File: src/osd_pkg.sv
// constants for the oscillation-stop detector and clock generator
`default_nettype none
package osd_pkg;
    // register byte addresses
    localparam logic [7:0] ADDR_SOURCE_SEL  = 8'h00;
    localparam logic [7:0] ADDR_DIVIDERS    = 8'h04;
    localparam logic [7:0] ADDR_DETECT_CTRL = 8'h08;
    localparam logic [7:0] ADDR_OSC_CTRL    = 8'h0C;
    localparam logic [7:0] ADDR_DETECT_STAT = 8'h10;
    localparam logic [7:0] ADDR_NMI_ENABLE  = 8'h14;

    // clock source select encodings
    localparam logic [2:0] SRC_SLOW = 3'h0;
    localparam logic [2:0] SRC_FAST = 3'h1;
    localparam logic [2:0] SRC_MAIN = 3'h2;
    localparam logic [2:0] SRC_SUB  = 3'h3;

    // divider register fields
    localparam int SYS_DIV_LSB   = 0;
    localparam int FLASH_DIV_LSB = 4;
    localparam int PB_DIV_LSB    = 8;
    localparam int PD_DIV_LSB    = 12;
    localparam int DIV_W         = 4;

    // detect control fields
    localparam int IRQ_EN_BIT    = 0;
    localparam int DETECT_EN_BIT = 7;

    // oscillator control fields
    localparam int MAIN_STOP_BIT = 0;
    localparam int SUB_STOP_BIT  = 1;
    localparam int RTC_RUN_BIT   = 2;
    localparam int SLOW_STOP_BIT = 3;

    // status and nmi fields
    localparam int STOP_FLAG_BIT = 0;
    localparam int NMI_EN_BIT    = 0;

    // reset values
    localparam logic [2:0]  SOURCE_SEL_RST = 3'h0;
    localparam logic [15:0] DIVIDERS_RST   = 16'h0000;
    localparam logic [3:0]  OSC_CTRL_RST   = 4'h1;

    // stop detection period
    localparam int CORE_CLK_MHZ    = 200;
    localparam int STOP_DETECT_NS  = 1000;
    localparam int STOP_DETECT_CYC = (STOP_DETECT_NS * CORE_CLK_MHZ) / 1000;
endpackage : osd_pkg
`default_nettype wire

File: src/osd_sync.sv
// two-flop synchroniser for asynchronous oscillator levels
`timescale 1ns/1ps
`default_nettype none
module osd_sync #(
    parameter int WIDTH = 1
) (
    input  wire logic             core_clk,
    input  wire logic             rst_n,
    input  wire logic [WIDTH-1:0] asyncIn,
    output logic      [WIDTH-1:0] syncOut
);
    logic [WIDTH-1:0] stage1_q;

    always_ff @(posedge core_clk) begin
        if (!rst_n) begin
            stage1_q <= '0;
            syncOut  <= '0;
        end else begin
            stage1_q <= asyncIn;
            syncOut  <= stage1_q;
        end
    end
endmodule : osd_sync
`default_nettype wire

File: src/osd_clk_div.sv
// divides a source tick stream into a one-cycle enable pulse
`timescale 1ns/1ps
`default_nettype none
module osd_clk_div #(
    parameter int DIV_W = 4
) (
    input  wire logic             core_clk,
    input  wire logic             rst_n,
    input  wire logic             srcTick,
    input  wire logic [DIV_W-1:0] divField,
    output logic                  clkEn
);
    logic [DIV_W-1:0] count_q;
    wire              wrapNow = srcTick && (count_q >= divField);

    // a shrunk ratio wraps at once instead of running to overflow
    always_ff @(posedge core_clk) begin
        if (!rst_n) begin
            count_q <= '0;
            clkEn   <= 1'b0;
        end else begin
            clkEn <= wrapNow;
            if (wrapNow) begin
                count_q <= '0;
            end else if (srcTick) begin
                count_q <= count_q + 1'b1;
            end
        end
    end
endmodule : osd_clk_div
`default_nettype wire

File: src/osd_clock_gen.sv
// oscillation-stop detector with fallback and derived clock enables
//
// Decided for this implementation: the register offsets and the plain strobed port.
`timescale 1ns/1ps
`default_nettype none
//
// Operation
// - flag a stop when main clock input stays constant past the period.
// - on stop, low-speed clock replaces main ahead of source select.
// - fallback is used while flag is 1, main returns when cleared.
// - clearing the flag is ignored while main clock is selected.
// - after reset main oscillator is stopped and detection disabled.
// - fallback applies to system source and frequency-measure main clock.
// - on fallback system clock is low-speed clock over its divider.
// - interrupt when flag becomes 1 while interrupt enable is 1.
// - on detection notify the output-enable unit to set its flag.
// - stop interrupt is non-maskable, disabled until software enables.
// - each derived clock is selected source over its own divider.
// - system, peripheral-b and peripheral-d enables feed their users.
// - flash-interface enable serves rom and data-flash access.
// - frequency measurement gets five oscillator clocks.
// - rtc clock only from sub-clock, watchdog clock from own oscillator.
// - source select code 010b is the main clock.
// - flag clears by reading 1 then writing 0.
// - flag stays 1 after main oscillation resumes until cleared.
// - writing 0 to detect enable ignored while flag; forces slow osc.
module osd_clock_gen #(
    parameter int STOP_CYC = osd_pkg::STOP_DETECT_CYC
) (
    input  wire logic        core_clk,
    input  wire logic        rst_n,
    // register port
    input  wire logic [7:0]  regAddr,
    input  wire logic [31:0] regWdata,
    input  wire logic        regWrite,
    input  wire logic        regRead,
    output logic      [31:0] regRdata,
    // oscillator pins
    input  wire logic        mainOscIn,
    input  wire logic        subOscIn,
    input  wire logic        fastOscIn,
    input  wire logic        slowOscIn,
    input  wire logic        wdtOscIn,
    // oscillator controls
    output logic             mainOscRun,
    output logic             subOscRun,
    output logic             slowOscRun,
    // derived clock enables
    output logic             systemClockEn,
    output logic             flashIfClockEn,
    output logic             periphBClockEn,
    output logic             periphDClockEn,
    // frequency-measurement, rtc and watchdog clocks
    output logic             freqMeasureMainClock,
    output logic             freqMeasureSubClock,
    output logic             freqMeasureFastOscClock,
    output logic             freqMeasureSlowOscClock,
    output logic             freqMeasureWdtOscClock,
    output logic             rtcDedicatedSubclock,
    output logic             indepWatchdogClock,
    // events
    output logic             oscStopInterrupt,
    output logic             poeOscStopNotify,
    output logic             oscStopFlag
);
    ////////////////////////////////////////////////////////////////////////
    // pin synchronisation
    logic [4:0] oscSync;
    osd_sync #(
        .WIDTH (5)
    ) u_sync (
        .core_clk (core_clk),
        .rst_n    (rst_n),
        .asyncIn  ({wdtOscIn, slowOscIn, fastOscIn, subOscIn, mainOscIn}),
        .syncOut  (oscSync)
    );

    wire mainLvl = oscSync[0];
    wire subLvl  = oscSync[1];
    wire fastLvl = oscSync[2];
    wire slowLvl = oscSync[3];
    wire wdtLvl  = oscSync[4];

    ////////////////////////////////////////////////////////////////////////
    // registers
    logic [2:0]  sourceSel_q;
    logic [15:0] dividers_q;
    logic        irqEnable_q;
    logic        detectEnable_q;
    logic [3:0]  oscCtrl_q;
    logic        stopFlag_q;
    logic        flagReadOne_q;
    logic        nmiEnable_q;
    logic [31:0] rdata_q;

    wire wrSource = regWrite && (regAddr == osd_pkg::ADDR_SOURCE_SEL);
    wire wrDiv    = regWrite && (regAddr == osd_pkg::ADDR_DIVIDERS);
    wire wrDetect = regWrite && (regAddr == osd_pkg::ADDR_DETECT_CTRL);
    wire wrOsc    = regWrite && (regAddr == osd_pkg::ADDR_OSC_CTRL);
    wire wrStat   = regWrite && (regAddr == osd_pkg::ADDR_DETECT_STAT);
    wire wrNmi    = regWrite && (regAddr == osd_pkg::ADDR_NMI_ENABLE);
    wire rdStat   = regRead && (regAddr == osd_pkg::ADDR_DETECT_STAT);

    wire mainSelected = (sourceSel_q == osd_pkg::SRC_MAIN);

    // clear only after a read of 1, and never while main is selected
    wire clearFlag = wrStat && flagReadOne_q
        && !regWdata[osd_pkg::STOP_FLAG_BIT] && !mainSelected;

    // disabling detection is refused while a stop is flagged
    wire detectEnableD = (wrDetect && !stopFlag_q)
        ? regWdata[osd_pkg::DETECT_EN_BIT] : detectEnable_q;

    ////////////////////////////////////////////////////////////////////////
    // stop detection
    logic [$clog2(STOP_CYC+1)-1:0] quietCount_q;
    logic                          mainLvlPrev_q;
    wire mainEdge   = mainLvl ^ mainLvlPrev_q;
    wire quietLimit = (quietCount_q == ($clog2(STOP_CYC+1))'(STOP_CYC));
    wire stopSeen   = detectEnable_q && quietLimit;

    always_ff @(posedge core_clk) begin
        if (!rst_n) begin
            mainLvlPrev_q <= 1'b0;
            quietCount_q  <= '0;
        end else begin
            mainLvlPrev_q <= mainLvl;
            if (mainEdge || !detectEnable_q) begin
                quietCount_q <= '0;
            end else if (!quietLimit) begin
                quietCount_q <= quietCount_q + 1'b1;
            end
        end
    end

    // set wins over clear; flag holds after main resumes
    wire stopFlagD = stopSeen || (stopFlag_q && !clearFlag);
    wire flagRise  = stopFlagD && !stopFlag_q;

    ////////////////////////////////////////////////////////////////////////
    // register write and flag state
    always_ff @(posedge core_clk) begin
        if (!rst_n) begin
            sourceSel_q    <= osd_pkg::SOURCE_SEL_RST;
            dividers_q     <= osd_pkg::DIVIDERS_RST;
            irqEnable_q    <= 1'b0;
            detectEnable_q <= 1'b0;
            oscCtrl_q      <= osd_pkg::OSC_CTRL_RST;
            stopFlag_q     <= 1'b0;
            flagReadOne_q  <= 1'b0;
            nmiEnable_q    <= 1'b0;
        end else begin
            if (wrSource) begin
                sourceSel_q <= regWdata[2:0];
            end
            if (wrDiv) begin
                dividers_q <= regWdata[15:0];
            end
            if (wrDetect) begin
                irqEnable_q <= regWdata[osd_pkg::IRQ_EN_BIT];
            end
            detectEnable_q <= detectEnableD;
            if (wrOsc) begin
                oscCtrl_q <= regWdata[3:0];
            end
            stopFlag_q <= stopFlagD;
            if (rdStat) begin
                flagReadOne_q <= stopFlag_q;
            end else if (wrStat) begin
                flagReadOne_q <= 1'b0;
            end
            // once on, only reset turns it off
            if (wrNmi && regWdata[osd_pkg::NMI_EN_BIT]) begin
                nmiEnable_q <= 1'b1;
            end
        end
    end

    ////////////////////////////////////////////////////////////////////////
    // read port
    logic [31:0] rdMux;
    always_comb begin
        rdMux = 32'h0000_0000;
        unique case (regAddr)
            osd_pkg::ADDR_SOURCE_SEL:  rdMux[2:0] = sourceSel_q;
            osd_pkg::ADDR_DIVIDERS:    rdMux[15:0] = dividers_q;
            osd_pkg::ADDR_DETECT_CTRL: begin
                rdMux[osd_pkg::IRQ_EN_BIT]    = irqEnable_q;
                rdMux[osd_pkg::DETECT_EN_BIT] = detectEnable_q;
            end
            osd_pkg::ADDR_OSC_CTRL:    rdMux[3:0] = oscCtrl_q;
            osd_pkg::ADDR_DETECT_STAT: rdMux[osd_pkg::STOP_FLAG_BIT] =
                stopFlag_q;
            osd_pkg::ADDR_NMI_ENABLE:  rdMux[osd_pkg::NMI_EN_BIT] =
                nmiEnable_q;
            default:                   rdMux = 32'h0000_0000;
        endcase
    end

    always_ff @(posedge core_clk) begin
        if (!rst_n) begin
            rdata_q <= 32'h0000_0000;
        end else begin
            rdata_q <= regRead ? rdMux : 32'h0000_0000;
        end
    end
    assign regRdata = rdata_q;

    ////////////////////////////////////////////////////////////////////////
    // oscillator controls
    assign mainOscRun = !oscCtrl_q[osd_pkg::MAIN_STOP_BIT];
    // a clear sub stop bit or a set rtc run bit keeps the sub oscillator running
    assign subOscRun  = !oscCtrl_q[osd_pkg::SUB_STOP_BIT]
        || oscCtrl_q[osd_pkg::RTC_RUN_BIT];
    assign slowOscRun = !oscCtrl_q[osd_pkg::SLOW_STOP_BIT]
        || detectEnable_q;

    ////////////////////////////////////////////////////////////////////////
    // fallback selector and source mux
    logic substitute_q;
    logic mainLvlSel_q;
    logic srcLvlPrev_q;

    // move to the slow clock at once while flagged; switch back only while both clocks sit low, so no runt pulse escapes
    wire safeSwitch = !slowLvl && !mainLvl;

    always_ff @(posedge core_clk) begin
        if (!rst_n) begin
            substitute_q <= 1'b0;
        end else begin
            if (safeSwitch || stopFlag_q) begin
                substitute_q <= stopFlag_q;
            end
        end
    end

    // main clock as seen downstream, with select code left untouched
    wire mainEff = substitute_q ? slowLvl : mainLvl;

    logic srcLvl;
    always_comb begin
        unique case (sourceSel_q)
            osd_pkg::SRC_SLOW: srcLvl = slowLvl;
            osd_pkg::SRC_FAST: srcLvl = fastLvl;
            osd_pkg::SRC_MAIN: srcLvl = mainEff;
            osd_pkg::SRC_SUB:  srcLvl = subLvl;
            default:           srcLvl = slowLvl;
        endcase
    end

    always_ff @(posedge core_clk) begin
        if (!rst_n) begin
            srcLvlPrev_q <= 1'b0;
            mainLvlSel_q <= 1'b0;
        end else begin
            srcLvlPrev_q <= srcLvl;
            mainLvlSel_q <= mainEff;
        end
    end
    wire srcTick = srcLvl && !srcLvlPrev_q;

    ////////////////////////////////////////////////////////////////////////
    // derived clock enables
    logic [3:0] divEn;
    genvar gi;
    generate
        for (gi = 0; gi < 4; gi++) begin : g_div
            osd_clk_div #(
                .DIV_W (osd_pkg::DIV_W)
            ) u_div (
                .core_clk (core_clk),
                .rst_n    (rst_n),
                .srcTick  (srcTick),
                .divField (dividers_q[gi*osd_pkg::DIV_W +: osd_pkg::DIV_W]),
                .clkEn    (divEn[gi])
            );
        end
    endgenerate

    assign systemClockEn  = divEn[osd_pkg::SYS_DIV_LSB / 4];
    assign flashIfClockEn = divEn[osd_pkg::FLASH_DIV_LSB / 4];
    assign periphBClockEn = divEn[osd_pkg::PB_DIV_LSB / 4];
    assign periphDClockEn = divEn[osd_pkg::PD_DIV_LSB / 4];

    ////////////////////////////////////////////////////////////////////////
    // dedicated clocks
    logic [6:0] dedClk_q;
    always_ff @(posedge core_clk) begin
        if (!rst_n) begin
            dedClk_q <= 7'h00;
        end else begin
            dedClk_q <= {wdtLvl, subLvl && subOscRun, wdtLvl,
                         slowLvl, fastLvl, subLvl, mainLvlSel_q};
        end
    end
    assign freqMeasureMainClock    = dedClk_q[0];
    assign freqMeasureSubClock     = dedClk_q[1];
    assign freqMeasureFastOscClock = dedClk_q[2];
    assign freqMeasureSlowOscClock = dedClk_q[3];
    assign freqMeasureWdtOscClock  = dedClk_q[4];
    assign rtcDedicatedSubclock    = dedClk_q[5];
    assign indepWatchdogClock      = dedClk_q[6];

    ////////////////////////////////////////////////////////////////////////
    // events
    logic irq_q;
    logic poe_q;
    always_ff @(posedge core_clk) begin
        if (!rst_n) begin
            irq_q <= 1'b0;
            poe_q <= 1'b0;
        end else begin
            irq_q <= flagRise && irqEnable_q && nmiEnable_q;
            poe_q <= flagRise;
        end
    end
    assign oscStopInterrupt = irq_q;
    assign poeOscStopNotify = poe_q;
    assign oscStopFlag      = stopFlag_q;
endmodule : osd_clock_gen
`default_nettype wire

File: config.mk
export PLATFORM = sky130hd
export DESIGN_NAME = osd_clock_gen
export DESIGN_NICKNAME = d
export VERILOG_FILES = /design/src/osd_pkg.sv /design/src/osd_sync.sv /design/src/osd_clk_div.sv /design/src/osd_clock_gen.sv
export SDC_FILE = /design/constraint.sdc
export NUM_CORES = 1
export LEC_CHECK = 0
export ABC_AREA = 0
export BUFFER_PORTS_ARGS = -buffer_cell sky130_fd_sc_hd__clkbuf_2
export CAP_MARGIN = 20
export CELL_PAD_IN_SITES_DETAIL_PLACEMENT = 1
export CELL_PAD_IN_SITES_GLOBAL_PLACEMENT = 2
export CORE_UTILIZATION = 28
export CTS_CLUSTER_SIZE = 25
export DETAILED_ROUTE_END_ITERATION = 12
export PLACE_DENSITY_LB_ADDON = 0.1
export SETUP_SLACK_MARGIN = 0.02
export SYNTH_ARGS = -nofsm -noshare
export SYNTH_HDL_FRONTEND = slang
export SYNTH_HIERARCHICAL = 1
export SYNTH_SLANG_ARGS = --single-unit
File: constraint.sdc
create_clock -name core_clk -period 2.7 [get_ports core_clk]
set_input_delay 0.405 -clock core_clk [delete_from_list [all_inputs] [get_ports core_clk]]
set_output_delay 0.405 -clock core_clk [all_outputs]
set_load 0.1 [all_outputs]
## Word-level counts from Yosys, hierarchy flattened

Index checks and enable logic that the tools add are counted.

- Memories: 0
- Output and inout bits: 49
- Latch bits: 0
- Bits in read-only memories: 0
- Bits in writable memories: 0
- Flip-flop bits (word level): 111
- Bits of input ports: 49
- Logic and storage cells: 106

- Equal/unequal tests: 9
- Bitwise logic cells: 2
- Multiply operators: 0
- Add/subtract/negate cells: 5
- Order comparisons: 4
- Muxes and demuxes: 8
- Reductions and logical operators: 49
- Divide/modulo/power cells: 0
- Shift-type cells: 0

Operator list:

| cell | count |
|---|---|
| $logic_and 1x1->1 | 24 |
| $add 4x1->4 const B | 4 |
| $eq 8x4->1 const B | 2 |
| $eq 8x5->1 const B | 2 |
| $ge 4x4->1 | 4 |
| $logic_not 1->1 | 11 |
| $reduce_or 2->1 | 5 |
| $add 8x1->8 const B | 1 |
| $eq 8x3->1 const B | 1 |
| $eq 8x8->1 const B | 1 |
| $logic_not 8->1 | 1 |
| $eq 3x2->1 const B | 2 |
| $pmux 1 s6 | 1 |
| $pmux 2 s3 | 1 |
| $logic_or 1x1->1 | 5 |
| $pmux 1 s2 | 2 |
| $eq 3x1->1 const B | 1 |
| $mux 1 | 3 |
| $pmux 1 s3 | 1 |
| $reduce_and 3->1 | 1 |
| $reduce_and 2->1 | 1 |
| $reduce_bool 2->1 | 1 |
| $not 1->1 | 1 |
| $xor 1x1->1 | 1 |

## Depth between registers and ports, before layout

- Word-level depth: 11
- Depth in mapped cells: 9
- Depth with buffers taken out: 8

## Cells and area by module

The synthesis kept the hierarchy.

By module, submodules not included:

| module | area each (um2) | cells each | instances |
|---|---|---|---|
| osd_clock_gen | 2,566.2 | 276 | 1 |
| osd_clk_div | 345.3 | 39 | 4 |
| osd_sync | 262.8 | 20 | 1 |

## Worst setup path before layout

No wires, ideal clock.

- Kind: flip-flop to flip-flop
- Start: register u_sync.syncOut[0]
- End: register g_div[0].u_div.count_q[3]
- Library setup time: 0.070 ns
- Clock period less this slack: 1.942 ns
- Arrival time: 1.872 ns
- Stages on the path, launching flop included: 10
- Required time: 2.630 ns
- Setup slack: 0.758 ns
- Cell sequence: dfxtp_1 -> nor4bb_1 -> a21oi_1 -> o221a_2 -> nor2_1 -> buf_6 -> nand4_1 -> xnor2_1 -> nand2_1 -> a21oi_1

- Cells in the longest elaborated chain, start to end: 5

Ends and longest elaborated chain:

| element | RTL line | RTL |
|---|---|---|
| start, declared | osd_sync.sv:10 | `output logic [WIDTH-1:0] syncOut` |
| start signal, assigned | osd_sync.sv:20 | `syncOut <= stage1_q;` |
| $mux 1 * | osd_clock_gen.sv:238 | `wire mainEff = substitute_q ? slowLvl : mainLvl;` |
| $pmux 1 s3 * | osd_clock_gen.sv:242 | `unique case (sourceSel_q)` |
| $logic_and 1x1->1 * | osd_clock_gen.sv:260 | `wire srcTick = srcLvl && !srcLvlPrev_q;` |
| net srcTick | osd_clock_gen.sv:260 |  |
| $logic_and 1x1->1 | osd_clk_div.sv:14 | `wire wrapNow = srcTick && (count_q >= divField);` |
| $reduce_or 2->1 (no line) | n/a |  |
| end signal, assigned | osd_clk_div.sv:26 | `count_q <= count_q + 1'b1;` |
| end, declared | osd_clk_div.sv:13 | `logic [DIV_W-1:0] count_q;` |

The timed path passes the listed nets; every way through them passes the cells marked *.
A chain may end at the register's enable or synchronous reset.

## Worst setup path in the final report

- Start: register u_sync.syncOut[0]
- End: register g_div[3].u_div.count_q[2]

- Cells in the longest elaborated chain, start to end: 5

Ends and longest elaborated chain:

| element | RTL line |
|---|---|
| $mux 1 * | osd_clock_gen.sv:238 |
| $pmux 1 s3 * | osd_clock_gen.sv:242 |
| $logic_and 1x1->1 * | osd_clock_gen.sv:260 |
| net srcTick | osd_clock_gen.sv:260 |
| $logic_and 1x1->1 | osd_clk_div.sv:14 |
| $reduce_or 2->1 (no line) | n/a |
| end signal, assigned | osd_clk_div.sv:26 |
| end, declared | osd_clk_div.sv:13 |

Marks and branches as above.

==> results.md <==
- Outcome: completed
- Total Wirelength: 9690 µm
- Crit-path slowest cell: dfxtp_1
- First-pass GRT wire length: 16800 µm
- Routing usage on met2: 0.202
- Die Ht: 125 µm
- Global-route usage over all layers: 0.136
- Clock net sink count: 94
- Via density: 4.65
- Sequential area share after synthesis: 0.447
- Post-synth top cells: dfxtp_1 (94), nand3_1 (39), nand2_1 (33), o21ai_0 (32), and2_1 (30)
- Initial antenna violation count: 0
- Post-synth top area share: 0.447
- H-tree depth: 3
- Sw frac: 0.245
- Io pins: 98
- Clock slew at reported path FFs: 0.06 ns
- GRT Max-Usage Layer: met2
- Worst path required time: 2.97 ns
- Syn avg cell area: 9.31 µm²
- Synth-to-layout area growth: 17.6%
- Worst endpoint data arrival time: 2.36 ns
- Vias in the first global route: 3313
- # nets final: 586
- Register share of total power: 0.487
- Leak pwr: 2.00 nW
- Initial core utilization: 0.289
- Post-cts resize count: 0
- Via count: 3262
- Pint: 0.00217 W
- Rows: 44
- Pwr Total: 0.00288 W
- Yosys reg bits: 94
- Setup violators final: 0
- Grt ovf: 0
- Die span in x: 125 µm
- Mapped Area: 4210 µm²
- Fin crit period: 2.09 ns
- Ys flop type: dfxtp_1
- Core Area: 14600 µm²
- Synth cell types: 45
- GR Util met1: 0.189
- # diodes: 0
- Syn Inst Count: 452
- CTS Buffer Depth: 2
- Cell family with most CP delay: simple AND/OR/NAND/NOR gates
- Cells along the critical path: nor4bb_1 -> a21oi_1 -> o221a_2 -> nor2_2 -> buf_4 -> nor4bb_1 -> a21oi_1 -> nor3_2
- Slew HR: 0.633
- Setup TNS Final: 0 ns
- Cell taking the most area after synthesis: dfxtp_1
- Maximum fanout along the worst path: 38
- Post-CTS Setup Bufs: 0
- CTS Hold Bufs: 0
- Avg WL per Cell: 13.8 µm
- Die Area: 15500 µm²
- Root buffer cell: clkbuf_16
- DRT antenna net count: 0
- Endpoint class of the critical path: register
- Combinational fraction of design power: 0.084
- CTS tree: done
- Critical path class: reg -> reg
- Clock buffer count from CTS: 9
- Peak VDD IR: 0.000274 V
- Worst hold path type: in -> reg
- Share of layout cells above drive strength 1: 0.201
- Met3 Resource Use GR: 0.0241
- Drc violations: 0
- Crit share post-route: 0.774
- Top cells by area, synth: dfxtp_1 (45%), ha_1 (6.5%), nand3_1 (4.6%)
- Worst Skew: 0.00517 ns
- TritonRoute pass-1 iters: 4
- Clock Power Share: 0.428
- Max-slew violations: 0
- Post-DP HPWL: 7050 µm
- Port bufs: 65
- Unrepaired setup endpoints after global routing: false
- CP startpoint kind: register
- Max-cap violations: 0
- Final Hold Vio Count: 0
- F_max: 479 MHz
- Top-count cell post-synth: dfxtp_1
- Number of flops mapped to enable cells by yosys: 0
- Yosys synthesis warning count: 6
- Clk_lat worst skew: 0.34 ns
- 1st-iter DRT viols: 115
- Switching pwr: 0.000707 W
- Crit path buf inv count: 1
- Fraction of registers with async set/reset: 0
- Largest net degree at the start of global routing: 50
- Routability Congestion: 0.757
- Critical path's largest stage delay: 0.42 ns
- Slew @ Worst Pin: 0.552 ns
- Power per cell area: 582 nW/µm²
worst paths after layout:
kind / start / to / slack, ns / cells after the start
worst max register to register: u_sync/syncOut[0]$_SDFF_PN0_ / g_div[3].u_div/count_q[2]$_SDFFE_PP0P_ / 0.61 / 8
worst min register to register: u_sync/stage1_q[3]$_SDFF_PN0_ / u_sync/syncOut[3]$_SDFF_PN0_ / 0.43 / 1
worst max-delay path: u_sync/syncOut[0]$_SDFF_PN0_ / g_div[3].u_div/count_q[2]$_SDFFE_PP0P_ / 0.61 / 8
worst min-delay path: mainOscIn / u_sync/stage1_q[0]$_SDFF_PN0_ / 0.27 / 2
cells by family after synthesis:
group | Yosys count | synth area share
adder cells (fa/ha/maj) | 22 | 0.0654
buffers and inverters | 55 | 0.0719
multiplexers | 12 | 0.0324
other | 1 | 0.000891
flip-flops | 94 | 0.447
AO/OA/AOI/OAI | 66 | 0.0921
XOR/XNOR | 12 | 0.0250
AND/OR/NAND/NOR | 190 | 0.265
power by group through the flow:
stage / sequential (W) / clock, W / combinational [W]
final: 0.00140 / 0.00123 / 0.000243
after global routing: 0.00140 / 0.00134 / 0.000260
after CTS: 0.00140 / 0.00129 / 0.000246
after detailed placement: 0.00144 / 0 / 0.000246
after global placement: 0.00143 / 0 / 0.000245
after floorplan: 0.00146 / 0 / 0.000179
through the flow:
stage / setup WS, ns / std cells / area (µm²) / utilization / hold WS, ns
after floorplan: 0.758 / 467 / 4270 / - / 0.406
after global placement: 0.661 / 688 / 4670 / 0.320 / 0.411
after detailed placement: 0.622 / 688 / 4670 / 0.320 / 0.419
after CTS: 0.601 / 701 / 4950 / 0.339 / 0.256
after global routing: 0.300 / 701 / 4950 / 0.339 / 0.262
final: 0.610 / 701 / 4950 / 0.339 / 0.270
cells in the final DEF, fill, tap and decap left out, drive strengths merged:
master | netlist | layout
o21a | 7 | 7
xor2 | 5 | 5
o21ai | 32 | 32
mux2 | 3 | 3
o22ai | 1 | 1
mux2i | 8 | 8
o31ai | 1 | 1
conb | 1 | 16
and2 | 30 | 30
inv | 20 | 20
nand4b | 2 | 2
clkbuf | 11 | 75
or2b | 1 | 1
nor4b | 1 | 1
and4b | 4 | 4
nand4 | 7 | 7
ha | 22 | 22
o221a | 1 | 1
dfxtp | 94 | 94
nand3 | 39 | 39
nor4 | 3 | 3
nor4bb | 5 | 5
nand3b | 10 | 10
nor2 | 23 | 23
clkinv | 0 | 1
or4b | 1 | 1
nand2b | 8 | 8
buf | 24 | 8
mux4 | 1 | 1
xnor2 | 7 | 7
nor3b | 2 | 2
o211ai | 2 | 2
and3 | 8 | 8
nand2 | 33 | 33
bufinv | 0 | 1
nor3 | 8 | 8
a31oi | 2 | 2
a22oi | 3 | 3
nor2b | 5 | 5
a21oi | 17 | 17
registers in the layout, summed over array words and instances (netlist names), 3 cells and up:
| signal | count |
|---|---|
| sourceSel_q | 3 |
| regRdata | 16 |
| g_div.u_div/count_q | 16 |
| u_sync/syncOut | 5 |
| g_div.u_div/clkEn | 4 |
| u_sync/stage1_q | 5 |
| dedClk_q | 6 |
| oscCtrl_q | 4 |
| dividers_q | 16 |
| quietCount_q | 8 |
routing by layer:
layer / vias to the layer above / part of all wire
met5: - / 0
met4: 0 / 0.019
met3: 12 / 0.032
met2: 53 / 0.42
met1: 1548 / 0.53
li1: 1649 / -
final cells by class:
type,instances,area (µm²)
well taps,184,230
repair buffers,72,403
flip-flops and latches,94,1880
clock buffers,11,243
multi-input cells,318,2080
inverters,20,75.1
fillers,1698,9640
clock inverters,2,35.0
worst register-to-register path: cells and delay by family (launching register included):
family / cells / cell delay [ns]
flip-flops: 1 / 0.42
AO/OA/AOI/OAI: 3 / 0.45
buffers and inverters: 1 / 0.32
AND/OR/NAND/NOR: 4 / 0.83
(Power assumes the default switching activity.)
